`src/hdl/vcr_map.svh`:
```
// Register offsets, field positions, reset values for the decoder control register bank
`ifndef VCR_MAP_SVH
`define VCR_MAP_SVH

// Byte offsets on the APB bus
`define VCR_OFF_FINAL_METRIC   12'h000
`define VCR_OFF_BEST_STATE     12'h004
`define VCR_OFF_EXEC_CMD       12'h008
`define VCR_OFF_MEM_FORMAT     12'h00c
`define VCR_OFF_STATUS0        12'h010
`define VCR_OFF_FAULT          12'h014

// Result field positions
`define VCR_MIN_LSB            16
`define VCR_MAX_LSB            0
`define VCR_METRIC_W           13
`define VCR_QUALITY_BIT        16
`define VCR_INDEX_W            8

// Command field and codes
`define VCR_CMD_W              4
`define VCR_CMD_NONE           4'h0
`define VCR_CMD_START          4'h1
`define VCR_CMD_PAUSE          4'h2
`define VCR_CMD_STEP           4'h3
`define VCR_CMD_RESUME         4'h4
`define VCR_CMD_STOP           4'h5

// Format bits
`define VCR_FMT_BM_BIT         0
`define VCR_FMT_SD_BIT         1

// Status bits
`define VCR_ST_PAUSED          0
`define VCR_ST_RUNNING         1
`define VCR_ST_ERROR           2
`define VCR_ST_AWAIT_CFG       3
`define VCR_ST_IN_EMPTY        4
`define VCR_ST_OUT_FULL        5
`define VCR_ST_DEBUG_HALT      6
`define VCR_ST_SYMCNT_LSB      12
`define VCR_SYMCNT_W           17

// Fault code width
`define VCR_FAULT_W            7

// Reset value of the input-queue-empty flag
`define VCR_IN_EMPTY_RST       1'b1

`endif

```
`src/hdl/vcr_pkg.sv`:
```
// Types shared by the decoder control register bank
package vcr_pkg;

  // Result words delivered by the decoding datapath
  typedef struct packed {
    logic [12:0] final_min_metric;
    logic [12:0] final_max_metric;
    logic        frame_quality_flag;
    logic [7:0]  best_state_index;
  } vcr_result_t;

  // Live conditions and events reported by the datapath
  typedef struct packed {
    logic        window_done;
    logic        channel_done;
    logic        input_queue_empty;
    logic        output_queue_full;
    logic        debug_halt_flag;
    logic        fault_event;
    logic [6:0]  fault_code;
    logic [16:0] processed_symbol_count;
  } vcr_dp_status_t;

  // Controls driven to the datapath
  typedef struct packed {
    logic start;
    logic traceback_go;
    logic soft_reset;
    logic run_enable;
    logic soft_decision_layout;
    logic branch_metric_layout;
  } vcr_dp_ctrl_t;

  // Sequencer states
  typedef enum logic [1:0] {
    VCR_IDLE,
    VCR_RUN_FREE,
    VCR_RUN_STEP,
    VCR_PAUSED
  } vcr_state_t;

endpackage

```
`src/hdl/vcr_sync.sv`:
```
// Three-stage synchroniser with agreement filter for asynchronous pin levels
`timescale 1ns/100ps
`default_nettype none
module vcr_sync #(
  parameter int W = 1
) (
  input  wire logic         clk,
  input  wire logic         resetn,
  input  wire logic [W-1:0] async_in,
  output var  logic [W-1:0] sync_out
);

  logic [W-1:0] stage1;
  logic [W-1:0] stage2;
  logic [W-1:0] stage3;

  // Shift chain; stage1 feeds stage2 only
  always_ff @(posedge clk or negedge resetn) begin
    if (!resetn) begin
      stage1 <= '0;
      stage2 <= '0;
      stage3 <= '0;
    end else begin
      stage1 <= async_in;
      stage2 <= stage1;
      stage3 <= stage2;
    end
  end

  // Accept a new level only once the later stages agree, filtering one-cycle glitches
  always_ff @(posedge clk or negedge resetn) begin
    if (!resetn) begin
      sync_out <= '0;
    end else begin
      for (int i = 0; i < W; i++) begin
        if (stage2[i] == stage3[i]) begin
          sync_out[i] <= stage3[i];
        end
      end
    end
  end

endmodule
`default_nettype wire

```
`src/hdl/vcr_ctrl_regs.sv`:
```
// Result, command, format and status register bank of the Viterbi decoder coprocessor
//
// Overview of operation
// - Reserved bits read as zero; writes to them have no effect.
// - Result word 0 bits 28:16 hold the 13-bit minimum final metric.
// - Result word 0 bits 12:0 hold the maximum metric of the last stage.
// - Result word 1 bit 16: 0 poor frame, 1 good frame.
// - Quality flag meaningful only with threshold logic enabled; software ignores it otherwise.
// - Result word 1 bits 7:0 report index of the final best state.
// - Command in bits 3:0; zero is no instruction, 6h and up reserved.
// - Command 1h starts decoding in normal mode.
// - Command 2h pauses after current window metrics, before its traceback.
// - Command 3h resumes, traces back, pauses after next window metrics.
// - Command 4h resumes, traces back, runs to completion without pausing.
// - Command 5h stops and resets registers except command and format.
// - Format register takes effect only when the system runs big-endian.
// - Format bit 1: soft-decision output 0 packed words, 1 native bytes.
// - Format bit 0: branch metric input 0 packed words, 1 native bytes.
// - Status flags at bits 6..0; input-empty resets to 1, others 0.
// - Error flag clears when software reads the fault register.
// - Awaiting-configuration flag sets whenever a channel finishes decoding.
// - Paused flag acknowledges pause/resume; also set on queue empty or full while running.
`timescale 1ns/100ps
`default_nettype none
`include "vcr_map.svh"
module vcr_ctrl_regs
  import vcr_pkg::*;
(
  input  wire logic           clk,
  input  wire logic           resetn,
  input  wire logic           psel,
  input  wire logic           penable,
  input  wire logic           pwrite,
  input  wire logic [11:0]    paddr,
  input  wire logic [31:0]    pwdata,
  output var  logic [31:0]    prdata,
  output var  logic           pready,
  output var  logic           pslverr,
  input  wire logic           big_endian_pin,
  input  wire logic           result_valid,
  input  wire vcr_result_t    result_in,
  input  wire vcr_dp_status_t dp_status,
  output var  vcr_dp_ctrl_t   dp_ctrl
);

  // Register state
  logic [12:0]  final_min_metric;
  logic [12:0]  final_max_metric;
  logic         frame_quality_flag;
  logic [7:0]   best_state_index;
  logic [3:0]   execution_command;
  logic         soft_decision_layout;
  logic         branch_metric_layout;
  logic         error_flag;
  logic         awaiting_configuration;
  logic         input_queue_empty;
  logic         output_queue_full;
  logic         debug_halt_flag;
  logic [16:0]  processed_symbol_count;
  logic [6:0]   fault_code;
  vcr_state_t   state;
  logic         big_endian;

  // Bus decode
  logic         setup_phase;
  logic         wr_access;
  logic         rd_access;
  logic         addr_mapped;
  logic [31:0]  read_mux;
  logic         cmd_write;
  logic [3:0]   cmd_code;
  logic         soft_reset;
  logic         paused_flag;
  logic         running_flag;
  logic         start_pulse;
  logic         trace_pulse;

  // Big-endian strap arrives from a pin, so it is synchronised
  vcr_sync #(
    .W (1)
  ) u_endian_sync (
    .clk      (clk),
    .resetn   (resetn),
    .async_in (big_endian_pin),
    .sync_out (big_endian)
  );

  // APB phases; zero-wait slave so every access ends on its first access cycle
  // Ready follows the master's own strobes, so a slow master never sees a stale ready
  // Unmapped offsets still complete, but flag an error instead of hanging the bus
  assign setup_phase = psel & ~penable;
  assign wr_access   = psel & penable & pwrite;
  assign rd_access   = psel & penable & ~pwrite;
  assign pready      = psel & penable;
  assign pslverr     = psel & penable & ~addr_mapped;

  // Command decode from a write to the execution register
  assign cmd_write  = wr_access & (paddr == `VCR_OFF_EXEC_CMD);
  assign cmd_code   = pwdata[`VCR_CMD_W-1:0];
  assign soft_reset = cmd_write & (cmd_code == `VCR_CMD_STOP);

  // Address map check
  always_comb begin
    case (paddr)
      `VCR_OFF_FINAL_METRIC,
      `VCR_OFF_BEST_STATE,
      `VCR_OFF_EXEC_CMD,
      `VCR_OFF_MEM_FORMAT,
      `VCR_OFF_STATUS0,
      `VCR_OFF_FAULT:       addr_mapped = 1'b1;
      default:              addr_mapped = 1'b0;
    endcase
  end

  // Read data assembly; unused positions stay zero
  always_comb begin
    read_mux = 32'h0000_0000;
    case (paddr)
      `VCR_OFF_FINAL_METRIC: begin
        read_mux[`VCR_MIN_LSB +: `VCR_METRIC_W] = final_min_metric;
        read_mux[`VCR_MAX_LSB +: `VCR_METRIC_W] = final_max_metric;
      end
      `VCR_OFF_BEST_STATE: begin
        read_mux[`VCR_QUALITY_BIT] = frame_quality_flag;
        read_mux[`VCR_INDEX_W-1:0] = best_state_index;
      end
      `VCR_OFF_EXEC_CMD: begin
        read_mux[`VCR_CMD_W-1:0] = execution_command;
      end
      `VCR_OFF_MEM_FORMAT: begin
        read_mux[`VCR_FMT_SD_BIT] = soft_decision_layout;
        read_mux[`VCR_FMT_BM_BIT] = branch_metric_layout;
      end
      `VCR_OFF_STATUS0: begin
        read_mux[`VCR_ST_SYMCNT_LSB +: `VCR_SYMCNT_W] = processed_symbol_count;
        read_mux[`VCR_ST_DEBUG_HALT] = debug_halt_flag;
        read_mux[`VCR_ST_OUT_FULL]   = output_queue_full;
        read_mux[`VCR_ST_IN_EMPTY]   = input_queue_empty;
        read_mux[`VCR_ST_AWAIT_CFG]  = awaiting_configuration;
        read_mux[`VCR_ST_ERROR]      = error_flag;
        read_mux[`VCR_ST_RUNNING]    = running_flag;
        read_mux[`VCR_ST_PAUSED]     = paused_flag;
      end
      `VCR_OFF_FAULT: begin
        read_mux[`VCR_FAULT_W-1:0] = fault_code;
      end
      default: begin
        read_mux = 32'h0000_0000;
      end
    endcase
  end

  // Read data captured in setup so the access cycle shows a flop output
  // Costs one flop stage, keeps the decode mux off the bus output path
  // Fault read clears the error only at the access edge, after the capture
  always_ff @(posedge clk or negedge resetn) begin
    if (!resetn) begin
      prdata <= 32'h0000_0000;
    end else if (setup_phase && !pwrite) begin
      prdata <= read_mux;
    end
  end

  // Sequencer: start, pause at window end, single step, free resume, stop
  // Idle waits for a start; run-free decodes with no pause pending
  // Run-step holds a pending pause that lands at the next window end
  // Paused sits before traceback until a step or resume arrives
  // A fault also parks the decoder in pause so software can inspect it
  always_ff @(posedge clk or negedge resetn) begin
    if (!resetn) begin
      state <= VCR_IDLE;
    end else if (soft_reset) begin
      state <= VCR_IDLE;
    end else if (cmd_write) begin
      case (cmd_code)
        `VCR_CMD_START: begin
          if (state == VCR_IDLE) begin
            state <= VCR_RUN_FREE;
          end
        end
        `VCR_CMD_PAUSE: begin
          if (state == VCR_RUN_FREE) begin
            state <= VCR_RUN_STEP;
          end
        end
        `VCR_CMD_STEP: begin
          if (state == VCR_PAUSED) begin
            state <= VCR_RUN_STEP;
          end
        end
        `VCR_CMD_RESUME: begin
          if (state == VCR_PAUSED) begin
            state <= VCR_RUN_FREE;
          end
        end
        default: begin
          state <= state;
        end
      endcase
    end else begin
      case (state)
        VCR_RUN_FREE,
        VCR_RUN_STEP: begin
          if (dp_status.channel_done) begin
            state <= VCR_IDLE;
          end else if (dp_status.fault_event) begin
            state <= VCR_PAUSED;
          end else if (state == VCR_RUN_STEP && dp_status.window_done) begin
            state <= VCR_PAUSED;
          end
        end
        VCR_IDLE,
        VCR_PAUSED: begin
          state <= state;
        end
        default: begin
          state <= VCR_IDLE;
        end
      endcase
    end
  end

  // Single-cycle command pulses toward the datapath
  assign start_pulse = cmd_write & (cmd_code == `VCR_CMD_START) & (state == VCR_IDLE);
  assign trace_pulse = cmd_write & (state == VCR_PAUSED) &
                       ((cmd_code == `VCR_CMD_STEP) | (cmd_code == `VCR_CMD_RESUME));

  // Paused while held, or while a queue stalls a running decode
  assign running_flag = (state == VCR_RUN_FREE) | (state == VCR_RUN_STEP);
  assign paused_flag  = (state == VCR_PAUSED) |
                        (running_flag & (input_queue_empty | output_queue_full));

  // Last command written; exempt from the stop reset
  always_ff @(posedge clk or negedge resetn) begin
    if (!resetn) begin
      execution_command <= `VCR_CMD_NONE;
    end else if (cmd_write) begin
      execution_command <= cmd_code;
    end
  end

  // Memory format selection; exempt from the stop reset
  always_ff @(posedge clk or negedge resetn) begin
    if (!resetn) begin
      soft_decision_layout <= 1'b0;
      branch_metric_layout <= 1'b0;
    end else if (wr_access && paddr == `VCR_OFF_MEM_FORMAT) begin
      soft_decision_layout <= pwdata[`VCR_FMT_SD_BIT];
      branch_metric_layout <= pwdata[`VCR_FMT_BM_BIT];
    end
  end

  // Result capture wins over a software write in the same cycle
  // A decode result is never lost to a racing write of result word 0; a racing stop still clears it
  always_ff @(posedge clk or negedge resetn) begin
    if (!resetn) begin
      final_min_metric   <= 13'h0000;
      final_max_metric   <= 13'h0000;
      frame_quality_flag <= 1'b0;
      best_state_index   <= 8'h00;
    end else if (soft_reset) begin
      final_min_metric   <= 13'h0000;
      final_max_metric   <= 13'h0000;
      frame_quality_flag <= 1'b0;
      best_state_index   <= 8'h00;
    end else if (result_valid) begin
      final_min_metric   <= result_in.final_min_metric;
      final_max_metric   <= result_in.final_max_metric;
      frame_quality_flag <= result_in.frame_quality_flag;
      best_state_index   <= result_in.best_state_index;
    end else if (wr_access && paddr == `VCR_OFF_FINAL_METRIC) begin
      final_min_metric   <= pwdata[`VCR_MIN_LSB +: `VCR_METRIC_W];
      final_max_metric   <= pwdata[`VCR_MAX_LSB +: `VCR_METRIC_W];
    end
  end

  // Error flag: a new fault wins over the clearing read
  always_ff @(posedge clk or negedge resetn) begin
    if (!resetn) begin
      error_flag <= 1'b0;
      fault_code <= 7'h00;
    end else if (soft_reset) begin
      error_flag <= 1'b0;
      fault_code <= 7'h00;
    end else if (dp_status.fault_event) begin
      error_flag <= 1'b1;
      fault_code <= dp_status.fault_code;
    end else if (rd_access && paddr == `VCR_OFF_FAULT) begin
      error_flag <= 1'b0;
    end
  end

  // Awaiting configuration: set at channel end, cleared by a start
  // A channel end in the same cycle as a start leaves the flag set
  always_ff @(posedge clk or negedge resetn) begin
    if (!resetn) begin
      awaiting_configuration <= 1'b0;
    end else if (soft_reset) begin
      awaiting_configuration <= 1'b0;
    end else if (dp_status.channel_done) begin
      awaiting_configuration <= 1'b1;
    end else if (start_pulse) begin
      awaiting_configuration <= 1'b0;
    end
  end

  // Live queue and debug flags, registered so reset values are defined
  // Copies lag the datapath by one cycle; a stop reloads the reset levels
  always_ff @(posedge clk or negedge resetn) begin
    if (!resetn) begin
      input_queue_empty      <= `VCR_IN_EMPTY_RST;
      output_queue_full      <= 1'b0;
      debug_halt_flag        <= 1'b0;
      processed_symbol_count <= 17'h00000;
    end else if (soft_reset) begin
      input_queue_empty      <= `VCR_IN_EMPTY_RST;
      output_queue_full      <= 1'b0;
      debug_halt_flag        <= 1'b0;
      processed_symbol_count <= 17'h00000;
    end else begin
      input_queue_empty      <= dp_status.input_queue_empty;
      output_queue_full      <= dp_status.output_queue_full;
      debug_halt_flag        <= dp_status.debug_halt_flag;
      processed_symbol_count <= dp_status.processed_symbol_count;
    end
  end

  // Datapath controls; formats forced to packed words in little-endian systems
  // The strap passes the synchroniser, so a strap change takes a few cycles here
  always_ff @(posedge clk or negedge resetn) begin
    if (!resetn) begin
      dp_ctrl <= '0;
    end else begin
      dp_ctrl.start                <= start_pulse;
      dp_ctrl.traceback_go         <= trace_pulse;
      dp_ctrl.soft_reset           <= soft_reset;
      dp_ctrl.run_enable           <= running_flag & ~soft_reset;
      dp_ctrl.soft_decision_layout <= big_endian & soft_decision_layout;
      dp_ctrl.branch_metric_layout <= big_endian & branch_metric_layout;
    end
  end

endmodule
`default_nettype wire

```
`config.mk`:
```
export PLATFORM = sky130hd
export DESIGN_NAME = vcr_ctrl_regs
export DESIGN_NICKNAME = d
export VERILOG_FILES = /design/src/hdl/vcr_pkg.sv /design/src/hdl/vcr_sync.sv /design/src/hdl/vcr_ctrl_regs.sv
export VERILOG_INCLUDE_DIRS = /design/src /design/src/hdl
export SDC_FILE = /design/constraint.sdc
export NUM_CORES = 1
export LEC_CHECK = 0
export BUFFER_PORTS_ARGS = -buffer_cell sky130_fd_sc_hd__buf_2
export CORE_MARGIN = 3
export CORE_UTILIZATION = 45
export DETAILED_ROUTE_END_ITERATION = 8
export PLACE_DENSITY_LB_ADDON = 0.12
export SLEW_MARGIN = 20
export SYNTH_ARGS = -nofsm -noshare
export SYNTH_HDL_FRONTEND = slang
export SYNTH_SLANG_ARGS = --single-unit
```
`constraint.sdc`:
```
create_clock -name clk -period 2.2 [get_ports clk]
set_input_delay 0.11 -clock clk [delete_from_list [all_inputs] [get_ports clk]]
set_output_delay 0.11 -clock clk [all_outputs]
set_load 0.01 [all_outputs]
```
* Word-level counts from Yosys, hierarchy flattened
Cells that the tools add are included.
** Word-level totals
- Word-level logic and storage cells :: 130
- Bits in registers :: 111
- Memories kept :: 0
- Bits in latches :: 0
- Bits in writable memories :: 0
- Bits in read-only memories :: 0
** Cells by class
- Order comparisons :: 0
- Shift-type cells :: 0
- Add/sub/neg operators :: 0
- Div/mod/pow operators :: 0
- Bitwise gates (word level) :: 23
- Multiply operators :: 0
- Reduce and logical (&&, ||, !) cells :: 17
- Equality and inequality tests :: 21
- Multiplexer cells :: 43
** Operators with widths (count)
- $mux 13 :: 6
- $eq 12x4->1 const B :: 2
- $eq 12x5->1 const B :: 2
- $pmux 12 s2 :: 1
- $mux 2 :: 10
- $mux 17 :: 1
- $mux 8 :: 2
- $ne 4x4->1 const B :: 4
- $and 1x1->1 :: 15
- $mux 7 :: 2
- $eq 12x3->1 const B :: 1
- $logic_not 12->1 :: 1
- $mux 1 :: 12
- $pmux 2 s6 :: 1
- $pmux 3 s4 :: 1
- $pmux 2 s5 :: 1
- $reduce_bool 3->1 :: 3
- $eq 4x2->1 const B :: 2
- $eq 4x3->1 const B :: 2
- $pmux 2 s4 :: 1
- $reduce_and 7->1 :: 1
- $ne 6x1->1 const B :: 1
- $ne 6x6->1 const B :: 1
- $reduce_or 6->1 :: 1
- other kinds (16) :: 30

* Depth between registers and ports, before layout
Gate-level depths: netlist of run 1.
- Depth after elaboration :: 8
- Depth in mapped cells :: 8
- Gate-level depth less buffers :: 7

* Modules after synthesis
Synthesis of run 1 repeated with hierarchy kept, for this count alone.
** Second synthesis, totals
- Cell total of the unflattened synthesis :: 459
- Area total of the unflattened synthesis :: 5212.5 µm²
** By module, submodules not included
- vcr_ctrl_regs :: instances 1, cells an instance 454, area an instance 5101.1 µm², sequential area each 2678.8 µm²
- vcr_sync :: instances 1, cells an instance 5, area an instance 111.4 µm², sequential area each 100.1 µm²

* Worst setup path after synthesis of run 1
OpenSTA, ideal clock, no wires.
- Path type :: reg-to-reg
- From :: register state[0]
- To :: register state[1]
- Data arrival time :: 1.511 ns
- Setup slack :: 0.623 ns
- Cell stages (with the launch flop) :: 7
- Buffers on the path :: 0
- Clock period less this slack :: 1.577 ns
- Required time :: 2.134 ns
- Cell sequence :: dfrtp_1 -> inv_1 -> ha_1 -> and2_1 -> or4_1 -> a31oi_1 -> a221o_1
** Between the ends
- Longest elaborated chain between the ends :: 4
- Elaborated cells between the ends (all ways) :: 14
- Those cells by class :: eq/ne (9); reduce/logical (5)
** Ends and longest elaborated chain
- start, declared :: RTL line vcr_ctrl_regs.sv:61 : vcr_state_t state;
- start signal, assigned :: RTL line vcr_ctrl_regs.sv:197 : state <= state;
- start signal, assigned :: RTL line vcr_ctrl_regs.sv:214 : state <= state;
- $eq 2x1->1 (tied with other cells) :: RTL line vcr_ctrl_regs.sv:182, vcr_ctrl_regs.sv:201
- $reduce_or 2->1 / $logic_and 1x1->1 (equally long branches) :: RTL line vcr_ctrl_regs.sv:201, vcr_ctrl_regs.sv:208
- $ne 6x6->1 (no line) / $ne 3x3->1 (equally long branches)
- $reduce_and 7->1 (no line) (*)
Mark *: on every way between the ends. The rest lies on a longest branch, timed or not.
A chain may end at the register's enable or synchronous reset.

* Final worst setup path of run 1
Same ends and word-level chain as after synthesis.

==> results.cfg, run 1 <==
[pwr]
pwr-share-clk = 0.319
swShare = 0.268
p_comb_frac = 0.182
p_sw_uw = 1240
p_int_uw = 3380
ir_worst_vdd_uv = 438
pwr_density_cell_nw_per_um2 = 689
p_leak_uw = 0.00324
pwr-share-seq = 0.499

[setup_path]
setup.worst_path.start_class = flip-flop
worstSetupEndpointType = flip-flop
crit_arrival_ns = 2.04
worstPathMaxFanout = 4
required_ns = 2.46
worstSetupPathType = flip-flop to flip-flop

[cells_and_area]
areaGrowthSynthToFinish_pct = 34.5
n_antenna_cell = 0
nNetsFinal = 790
drive_gt1_frac = 0.292

[sta]
layout_min_cycle_time_ns = 1.78
slew_viol_final = 0
rsz0062_at_grt = no
max_slew_margin = 0.519
fmax_mhz = 561
setup_viol = 0
hold_viol = 0
finalCritPeriodShare = 0.810
fin_tns_setup_ns = 0
hold_ws_ns = 0.0326
tightest_slew_ns = 0.721
fin_skew_ns = 0.0139

[drt]
vias_per_cell = 5.37
ant_nets = 0
remaining_drc_errors = 0
totalWireLength_um = 14300
drt_iter0_drc = 275
vias = 4358
avgRoutedWirePerCell_um = 17.6
drt_pass1_iterations = 4

[placement]
numPortBuffers = 146
dpl.hpwl_um = 9510
place_congestion = 0.806

[floorplanning]
ios = 156
rows = 37
die_area_um2 = 12400
fp.dieW_um = 111
initial_core_util = 0.472
core-area_um2 = 10600
fp.dieH_um = 111

[cts]
postCtsSetupBuffers = 0
root_buffer = clkbuf_8
postCtsHoldBufs = 58
cts_resized = 0
cts_tree = built
path_clk_slew_ns = 0.10
htreeDepth = 3
cts_buffer_depth = 2
clkSinkCount = 111
cts_buffers = 9
clk_latency_ns = 0.37

[run]
max_cap_viol_count = 0

[yosys]
ys_ff_latch = 111
synth_area_per_cell_um2 = 10.6
netlist_area_um2 = 4980
synth_top_area_cell = dfrtp_1
synth_flop_cell = dfrtp_1
netlist_instances = 470
synth_edf_count = 0
synth_top_area_frac = 0.553
yosys_warnings = 0
async_flop_share = 1.00
synth_most_common_cell = dfrtp_1
ys_top_cells_by_area = dfrtp_1 55%, nor2_1 8.2%, o221ai_1 4.6%
synth_cell_types = 47
yosysSeqAreaShare = 0.558
synth_commonest_cells = 110 x dfrtp_1, 109 x nor2_1, 34 x nand2_1

[global_routing]
grt_pass1_wl_um = 23400
antenna_found_initial = 0
first_global_vias = 4448
grt_overflow_total = 0
grt_max_degree = 56
track_usage = 0.236

[outcome]
status = finished clean

[worst_hold_path]
hp-class = input pin to flip-flop
placed cells by master (no fill, tap or decap), types with 14 or more instances in the layout:
| cell | count |
|---|---|
| nand2_1 | 34 |
| o221ai_1 | 26 |
| nor2_1 | 109 |
| buf_4 | 17 |
| a221oi_1 | 16 |
| buf_2 | 145 |
| and2_1 | 25 |
| o21ai_0 | 14 |
| mux2i_1 | 20 |
| dfrtp_1 | 110 |
| dlygate4sd3_1 | 58 |
registers in the layout, indices dropped and copies added, names as in the netlist, 2 cells and up:
name	flops
fault_code	7
best_state_index	8
execution_command	4
final_max_metric	13
dp_ctrl	6
state	2
final_min_metric	13
prdata	29
processed_symbol_count	17
worst max-delay path, stage by stage (launching register included):
cell      delay (ns)
dfrtp_1         0.43
inv_1           0.08
ha_1            0.22
and2_1          0.17
o311ai_0        0.39
a31oi_1         0.12
a221o_1         0.28
area by class of cell:
type	count	area, um2
clock buffer	10	128
sequential	111	2780
clock inverter	6	118
timing repair buffer	222	1470
multi-input combinational	318	2000
fill	893	3860
tap	136	170
inverter	8	30.0
power by group through the flow:
stage | clock [uW] | combinational, uW | sequential, uW
6_report | 1470 | 838 | 2310
5_1_grt | 1590 | 933 | 2320
4_1_cts | 1500 | 840 | 2300
3_5_place_dp | 0 | 756 | 2340
3_3_place_gp | 0 | 733 | 2340
2_1_floorplan | 0 | 399 | 2350
kinds of logic (layout without fill, tap and decap cells):
group	after synthesis	count (layout)	synth area share
simple gates	206	206	0.197
flops	111	111	0.558
compound gates	73	73	0.114
buf+inv	43	246	0.0417
mux	31	31	0.0764
fa+ha+maj	5	5	0.0121
other cells	1	3	0.000753
per-stage QoR:
stage / power [uW] / util / setup WS [ns] / cell area (um2) / cells
after global placement: 3070 / 0.556 / 0.277 / 5870 / 737
final: 4620 / 0.635 / 0.418 / 6700 / 811
after global routing: 4850 / 0.635 / 0.322 / 6700 / 811
after floorplan: 2740 / - / 0.623 / 4990 / 472
after CTS: 4640 / 0.635 / 0.410 / 6700 / 811
after detailed placement: 3100 / 0.556 / 0.154 / 5870 / 737
layer usage:
metal,vias to the layer above,track usage,share of wire
li1,2038,-,-
met1,2136,0.325,0.45
met2,159,0.375,0.47
met3,25,0.0546,0.058
met4,0,0.0697,0.020
met5,-,0,0
final timing paths:
check	cells after the start	start	endpoint	slack, ns
worst max register to register	6	state[0]	state[1]	0.42
worst max-delay path	6	state[0]	state[1]	0.42
worst min register to register	0	u_endian_sync.stage1	u_endian_sync.stage2	0.37
max in group asynchronous	3	resetn	final_min_metric[9]	1.19
worst min-delay path	3	dp_status[28]	awaiting_configuration	0.03
min in group asynchronous	2	resetn	dp_ctrl[0]	0.34
Power figures use the tool's default switching activity.
==> inputs of run 2 (changes only) <==
--- a/config.mk
+++ b/config.mk
@@ -6,6 +6,7 @@
 export SDC_FILE = /design/constraint.sdc
 export NUM_CORES = 1
 export LEC_CHECK = 0
+export ABC_AREA = 1
 export BUFFER_PORTS_ARGS = -buffer_cell sky130_fd_sc_hd__buf_2
 export CORE_MARGIN = 3
 export CORE_UTILIZATION = 45
==> constraint.sdc (replaced) <==
create_clock -name clk -period 1.85 [get_ports clk]
set_input_delay 0.0925 -clock clk [delete_from_list [all_inputs] [get_ports clk]]
set_output_delay 0.0925 -clock clk [all_outputs]
set_load 0.01 [all_outputs]
==> run 2 against run 1 <==
Via count grew 17%. Die area increased by 9.1%. Global-route usage is 1.2 points lower. Routed wire length is 2.6% higher. Cell area is 2.6% higher. Worst hold slack got worse by 0.0066 ns. Combinational power up 21%. Sequential cell count did not move. Non-clock buffer count decreased by 38.
==> results.cfg, run 2 <==
[cells_and_area]
final-instance-count-excl-fill = 1027
final_common_cell = nand2_1
largest_reg_flops = 29
regMostFlops = prdata
n_antenna_cell = 0
most-common-layout-cells = 272 x nand2_1, 145 x buf_2, 110 x dfrtp_1, 91 x nand3_1, 76 x inv_1
areaGrowthSynthToFinish_pct = 25.9
drive_gt1_frac = 0.217
nNetsFinal = 999
top_regs = prdata x29, processed_symbol_count x17

[drt]
drt_pass1_iterations = 5
totalWireLength_um = 14700
remaining_drc_errors = 0
drt_iter0_drc = 394
ant_nets = 0
vias = 5086
avgRoutedWirePerCell_um = 14.3
vias_per_cell = 4.95

[yosys]
synth_edf_count = 0
yosys_warnings = 0
async_flop_share = 1.00
ys_top_cells_by_area = dfrtp_1 50%, nand2_1 19%, nand3_1 8.3%
ys_ff_latch = 111
synth_top_area_frac = 0.504
synth_flop_cell = dfrtp_1
synth_area_per_cell_um2 = 7.60
yosysSeqAreaShare = 0.509
netlist_instances = 718
synth_top_area_cell = dfrtp_1
synth_cell_types = 29
synth_commonest_cells = 272 x nand2_1, 110 x dfrtp_1, 91 x nand3_1
synth_most_common_cell = nand2_1
netlist_area_um2 = 5460

[pwr]
p_total_uw = 5770
ir_worst_vdd_uv = 394
p_leak_uw = 0.00390
pwr_density_cell_nw_per_um2 = 840

[setup_path]
timing.rr.end = prdata[0]
required_ns = 1.76
path_common_cell = nand2_1
worstSetupPathType = input pin to primary output
crit_end = pslverr
crit_arrival_ns = 1.42
path_cells = buf_2, nor2_1, nand2_1, inv_1, buf_12, nand2_1, nand2_1, nor3_1, buf_2
r2r_start = state[0]
rr_worst_depth = 10
ff2ff_setup_slack_ns = 0.34
worstPathMaxFanout = 39
crit_path_top_delay_cell = nor2_1
crit_path_max_incr_delay_ns = 0.25
startpoint = paddr[1]
setup.worst_path.start_class = input pin
worstSetupEndpointType = primary output

[cts]
postCtsHoldBufs = 22
htreeDepth = 3
clk_latency_ns = 0.36
cts_resized = 0
path_clk_slew_ns = 0.07
clkSinkCount = 111
cts_buffers = 9
root_buffer = clkbuf_16
cts_buffer_depth = 2
cts_tree = built
postCtsSetupBuffers = 0

[outcome]
status = finished clean

[placement]
dp_slack_ns = 0.218
place_congestion = 0.909
numPortBuffers = 146
placed_cells = 989
dpl.hpwl_um = 10700

[worst_hold_path]
hp-class = input pin to flip-flop
hp-start = result_in[8]

[sta]
fmax_mhz = 660
rsz0062_at_grt = no
tightest_slew_ns = 0.637
finalCritPeriodShare = 0.819
hold_viol = 0
fin_ws_ns = 0.335
fin_tns_setup_ns = 0
slew_viol_final = 0
fin_skew_ns = 0.00682
setup_viol = 0
max_slew_margin = 0.575
layout_min_cycle_time_ns = 1.52
hold_ws_ns = 0.0259

[floorplanning]
rows = 39
die_area_um2 = 13500
core-area_um2 = 11600
initial_core_util = 0.470
fp.dieH_um = 116
fp.dieW_um = 116
ios = 156

[run]
max_cap_viol_count = 0

[global_routing]
grt_pass1_wl_um = 23600
grt_overflow_total = 0
grt_max_degree = 63
first_global_vias = 4803
track_usage = 0.225
antenna_found_initial = 0
==> run 2: changes by cell type in the layout (fill, tap and decap cells not counted), moves of 12 or more <==
cell and change:
dlygate4sd3_1 -36, and2_1 -25, a31oi_1 +12, o221ai_1 -26
nand3_1 +82, a221oi_1 -16, inv_1 +70, nor2_1 -64
o21ai_0 +29, mux2i_1 -20, nand2_1 +238
==> run 2: worst max-delay path, delay by kind of cell <==
family	cells	cell delay, ns
buffers and inverters	4	0.59
and+or+nand+nor	5	0.74
==> run 2: per-layer routing <==
metal | vias up | part of all wire | track usage
met5 | - | 0 | 0
met4 | 0 | 0.012 | 0.0626
met3 | 15 | 0.069 | 0.0503
met2 | 183 | 0.44 | 0.336
met1 | 2329 | 0.47 | 0.331
li1 | 2559 | - | -
==> run 2: logic make-up after synthesis <==
kind of cell    count (synthesis)  synth area share
compound gates                 62            0.0605
fa+ha+maj                       5            0.0110
buf+inv                       116            0.0940
flops                         111             0.509
other cells                     1          0.000687
simple gates                  423             0.324
==> run 2: area by class of cell <==
class | count | area, um2
multi-input combinational | 493 | 2170
timing repair buffer | 184 | 1140
inverter | 80 | 303
fill | 1108 | 4740
clock buffer | 9 | 225
tap | 143 | 179
clock inverter | 7 | 77.6
sequential | 111 | 2780
==> run 2: per-stage QoR <==
step / util / instance area (um2)
after global placement: 0.547 / 6350
after global routing: 0.592 / 6870
final: 0.592 / 6870
after detailed placement: 0.547 / 6350
after floorplan: - / 5460
after CTS: 0.592 / 6870
==> run 2: worst min-delay path by stage <==
| stage | cells past startpoint | slack (ns) | end |
|---|---|---|---|
| floorplan | 0 | -0.20 | awaiting_configuration |
| global placement | 1 | 0.15 | state[1] |
| detailed placement | 1 | 0.15 | state[1] |
| CTS | 5 | 0.02 | frame_quality_flag |
| global route | 5 | 0.05 | frame_quality_flag |
| finish | 5 | 0.03 | frame_quality_flag |
==> run 2: power by group <==
part	switching, uW	internal (uW)	leakage [uW]
Clock	939	1070	0.000152
Combinational	584	423	0.00237
Sequential	118	2640	0.00137
==> inputs of run 3 (changes only) <==
==> constraint.sdc (replaced) <==
create_clock -name clk -period 1.5 [get_ports clk]
set_input_delay 0.075 -clock clk [delete_from_list [all_inputs] [get_ports clk]]
set_output_delay 0.075 -clock clk [all_outputs]
set_load 0.01 [all_outputs]
==> run 3 against run 2 <==
Routed wire length is 3.8% higher. Count of clock-buffer cells in the layout is 3 higher. Sequential share of layout area is 1.3 points lower. Critical path depth stayed put. Sequential cell count stayed put. Final cell count is 2.3% higher. Worst hold slack worse by 0.012 ns. Clock power is 25% higher.
==> results.cfg, run 3 (same netlist as run 2, synthesis figures left out) <==
[setup_path]
setup.worst_path.start_class = flip-flop
crit_path_top_delay_cell = dfrtp_1
worstSetupEndpointType = flip-flop
path_cells = inv_1, ha_2, buf_4, nand2_1, nand2_2, inv_1, a21oi_1, nand2_1, nand2_1
crit_arrival_ns = 1.70
r2r_start = state[0]
required_ns = 1.79
path_common_cell = nand2_1
crit_path_max_incr_delay_ns = 0.41
worstSetupPathType = flip-flop to flip-flop
crit_end = state[0]
worstPathMaxFanout = 4
startpoint = state[0]
ff2ff_setup_slack_ns = 0.1
timing.rr.end = state[0]
rr_worst_depth = 9

[placement]
place_area_um2 = 6550
numPortBuffers = 146
place_congestion = 0.850
dpl.hpwl_um = 11300

[sta]
hold_viol = 0
slew_viol_final = 0
layout_min_cycle_time_ns = 1.40
finalCritPeriodShare = 0.937
setup_viol = 0
tightest_slew_ns = 0.582
hold_ws_ns = 0.0138
fin_skew_ns = 0.00768
max_slew_margin = 0.612
fmax_mhz = 712
rsz0062_at_grt = yes

[global_routing]
grt_max_degree = 46
antenna_found_initial = 0
grt_overflow_total = 0
track_usage = 0.233
grt_pass1_wl_um = 24200
first_global_vias = 4819

[cells_and_area]
top_regs = prdata x29, processed_symbol_count x17
n_fill_cell = 1073
regMostFlops = prdata
drive_gt1_frac = 0.243
final_common_cell = nand2_1
nNetsFinal = 1023
largest_reg_flops = 29
final_area_um2 = 7100
n_antenna_cell = 0
areaGrowthSynthToFinish_pct = 30.2
most-common-layout-cells = 271 x nand2_1, 145 x buf_2, 110 x dfrtp_1, 91 x nand3_1, 75 x inv_1

[drt]
ant_nets = 0
avgRoutedWirePerCell_um = 14.5
totalWireLength_um = 15200
drt_pass1_iterations = 5
remaining_drc_errors = 0
drt_iter0_drc = 413
vias_per_cell = 4.93
vias = 5180

[floorplanning]
core-area_um2 = 11600
ios = 156
initial_core_util = 0.470
die_area_um2 = 13500
fp.dieH_um = 116
rows = 39
fp.dieW_um = 116

[worst_hold_path]
hp-class = input pin to flip-flop

[cts]
htreeDepth = 3
clk_latency_ns = 0.36
root_buffer = clkbuf_16
cts_buffer_depth = 2
clkSinkCount = 111
cts_tree = built
cts_buffers = 9
path_clk_slew_ns = 0.07

[outcome]
status = finished clean

[pwr]
ir_worst_vdd_uv = 646
p_total_uw = 7250
p_leak_uw = 0.00403
pwr_density_cell_nw_per_um2 = 1020

[run]
max_cap_viol_count = 0
run 3: changes by cell type in the layout (fill, tap and decap cells not counted), sizes merged:
cell      previous run  this run
inv                 82        80
clkbuf               9        12
clkinv               4         2
buf                162       186
clkinvlp             0         1
run 3: worst min path at each step:
| stage | start | end | slack (ns) | depth (start not counted) |
|---|---|---|---|---|
| after floorplan | resetn | awaiting_configuration | -0.22 | 0 |
| final | result_in[4] | best_state_index[4] | 0.01 | 5 |
| after global placement | resetn | fault_code[4] | 0.10 | 1 |
| after global routing | result_in[8] | frame_quality_flag | 0.03 | 5 |
| after CTS | dp_status[22] | fault_code[5] | 0.004 | 5 |
| after detailed placement | resetn | fault_code[4] | 0.12 | 1 |
run 3: power by group:
group          switching [uW]  internal [uW]  total (uW)
combinational             740            584        1320
sequential                156           3250        3410
clock                    1090           1440        2520
run 3: final cells by class:
type                    count  area [um2]  share of cell area
flip-flops and latches    111        2780               0.391
multi-input cells         493        2180               0.307
repair buffers            208        1340               0.189
inverters                  80         303              0.0426
clock buffers              12         267              0.0375
well taps                 143         179              0.0252
clock inverters             4        51.3             0.00722
run 3: repair_timing:
item / CTS / global route
resized for setup: 0 / 5
hold endpoints to repair: 57 / 0
buffers inserted: 0 / 1
setup endpoints to repair: 0 / 4
hold buffers: 22 / 0
run 3: stage by stage:
stage / instances / util / worst slack [ns] / setup TNS [ns]
4_1_cts: 1050 / 0.610 / 0.0658 / 0
2_1_floorplan: 720 / - / 0.183 / 0
3_5_place_dp: 1012 / 0.564 / 0.0735 / 0
6_report: 1051 / 0.612 / 0.0952 / 0
3_3_place_gp: 1012 / 0.564 / 0.0832 / 0
5_1_grt: 1051 / 0.612 / -0.0425 / -0.0877
run 3: metal layers:
layer  GRT usage  up-vias  routed length, um
met2       0.350      177               6630
met4      0.0735        0                296
met1       0.340     2374               7280
li1            -     2610                  -
met3      0.0477       19               1010
met5           0        -                  0
run 3: critical path, delay by kind of cell (launching register included):
kind	cells	cell delay, ns
fa+ha+maj	1	0.33
compound gates	1	0.10
buf+inv	3	0.24
flops	1	0.41
simple gates	4	0.27
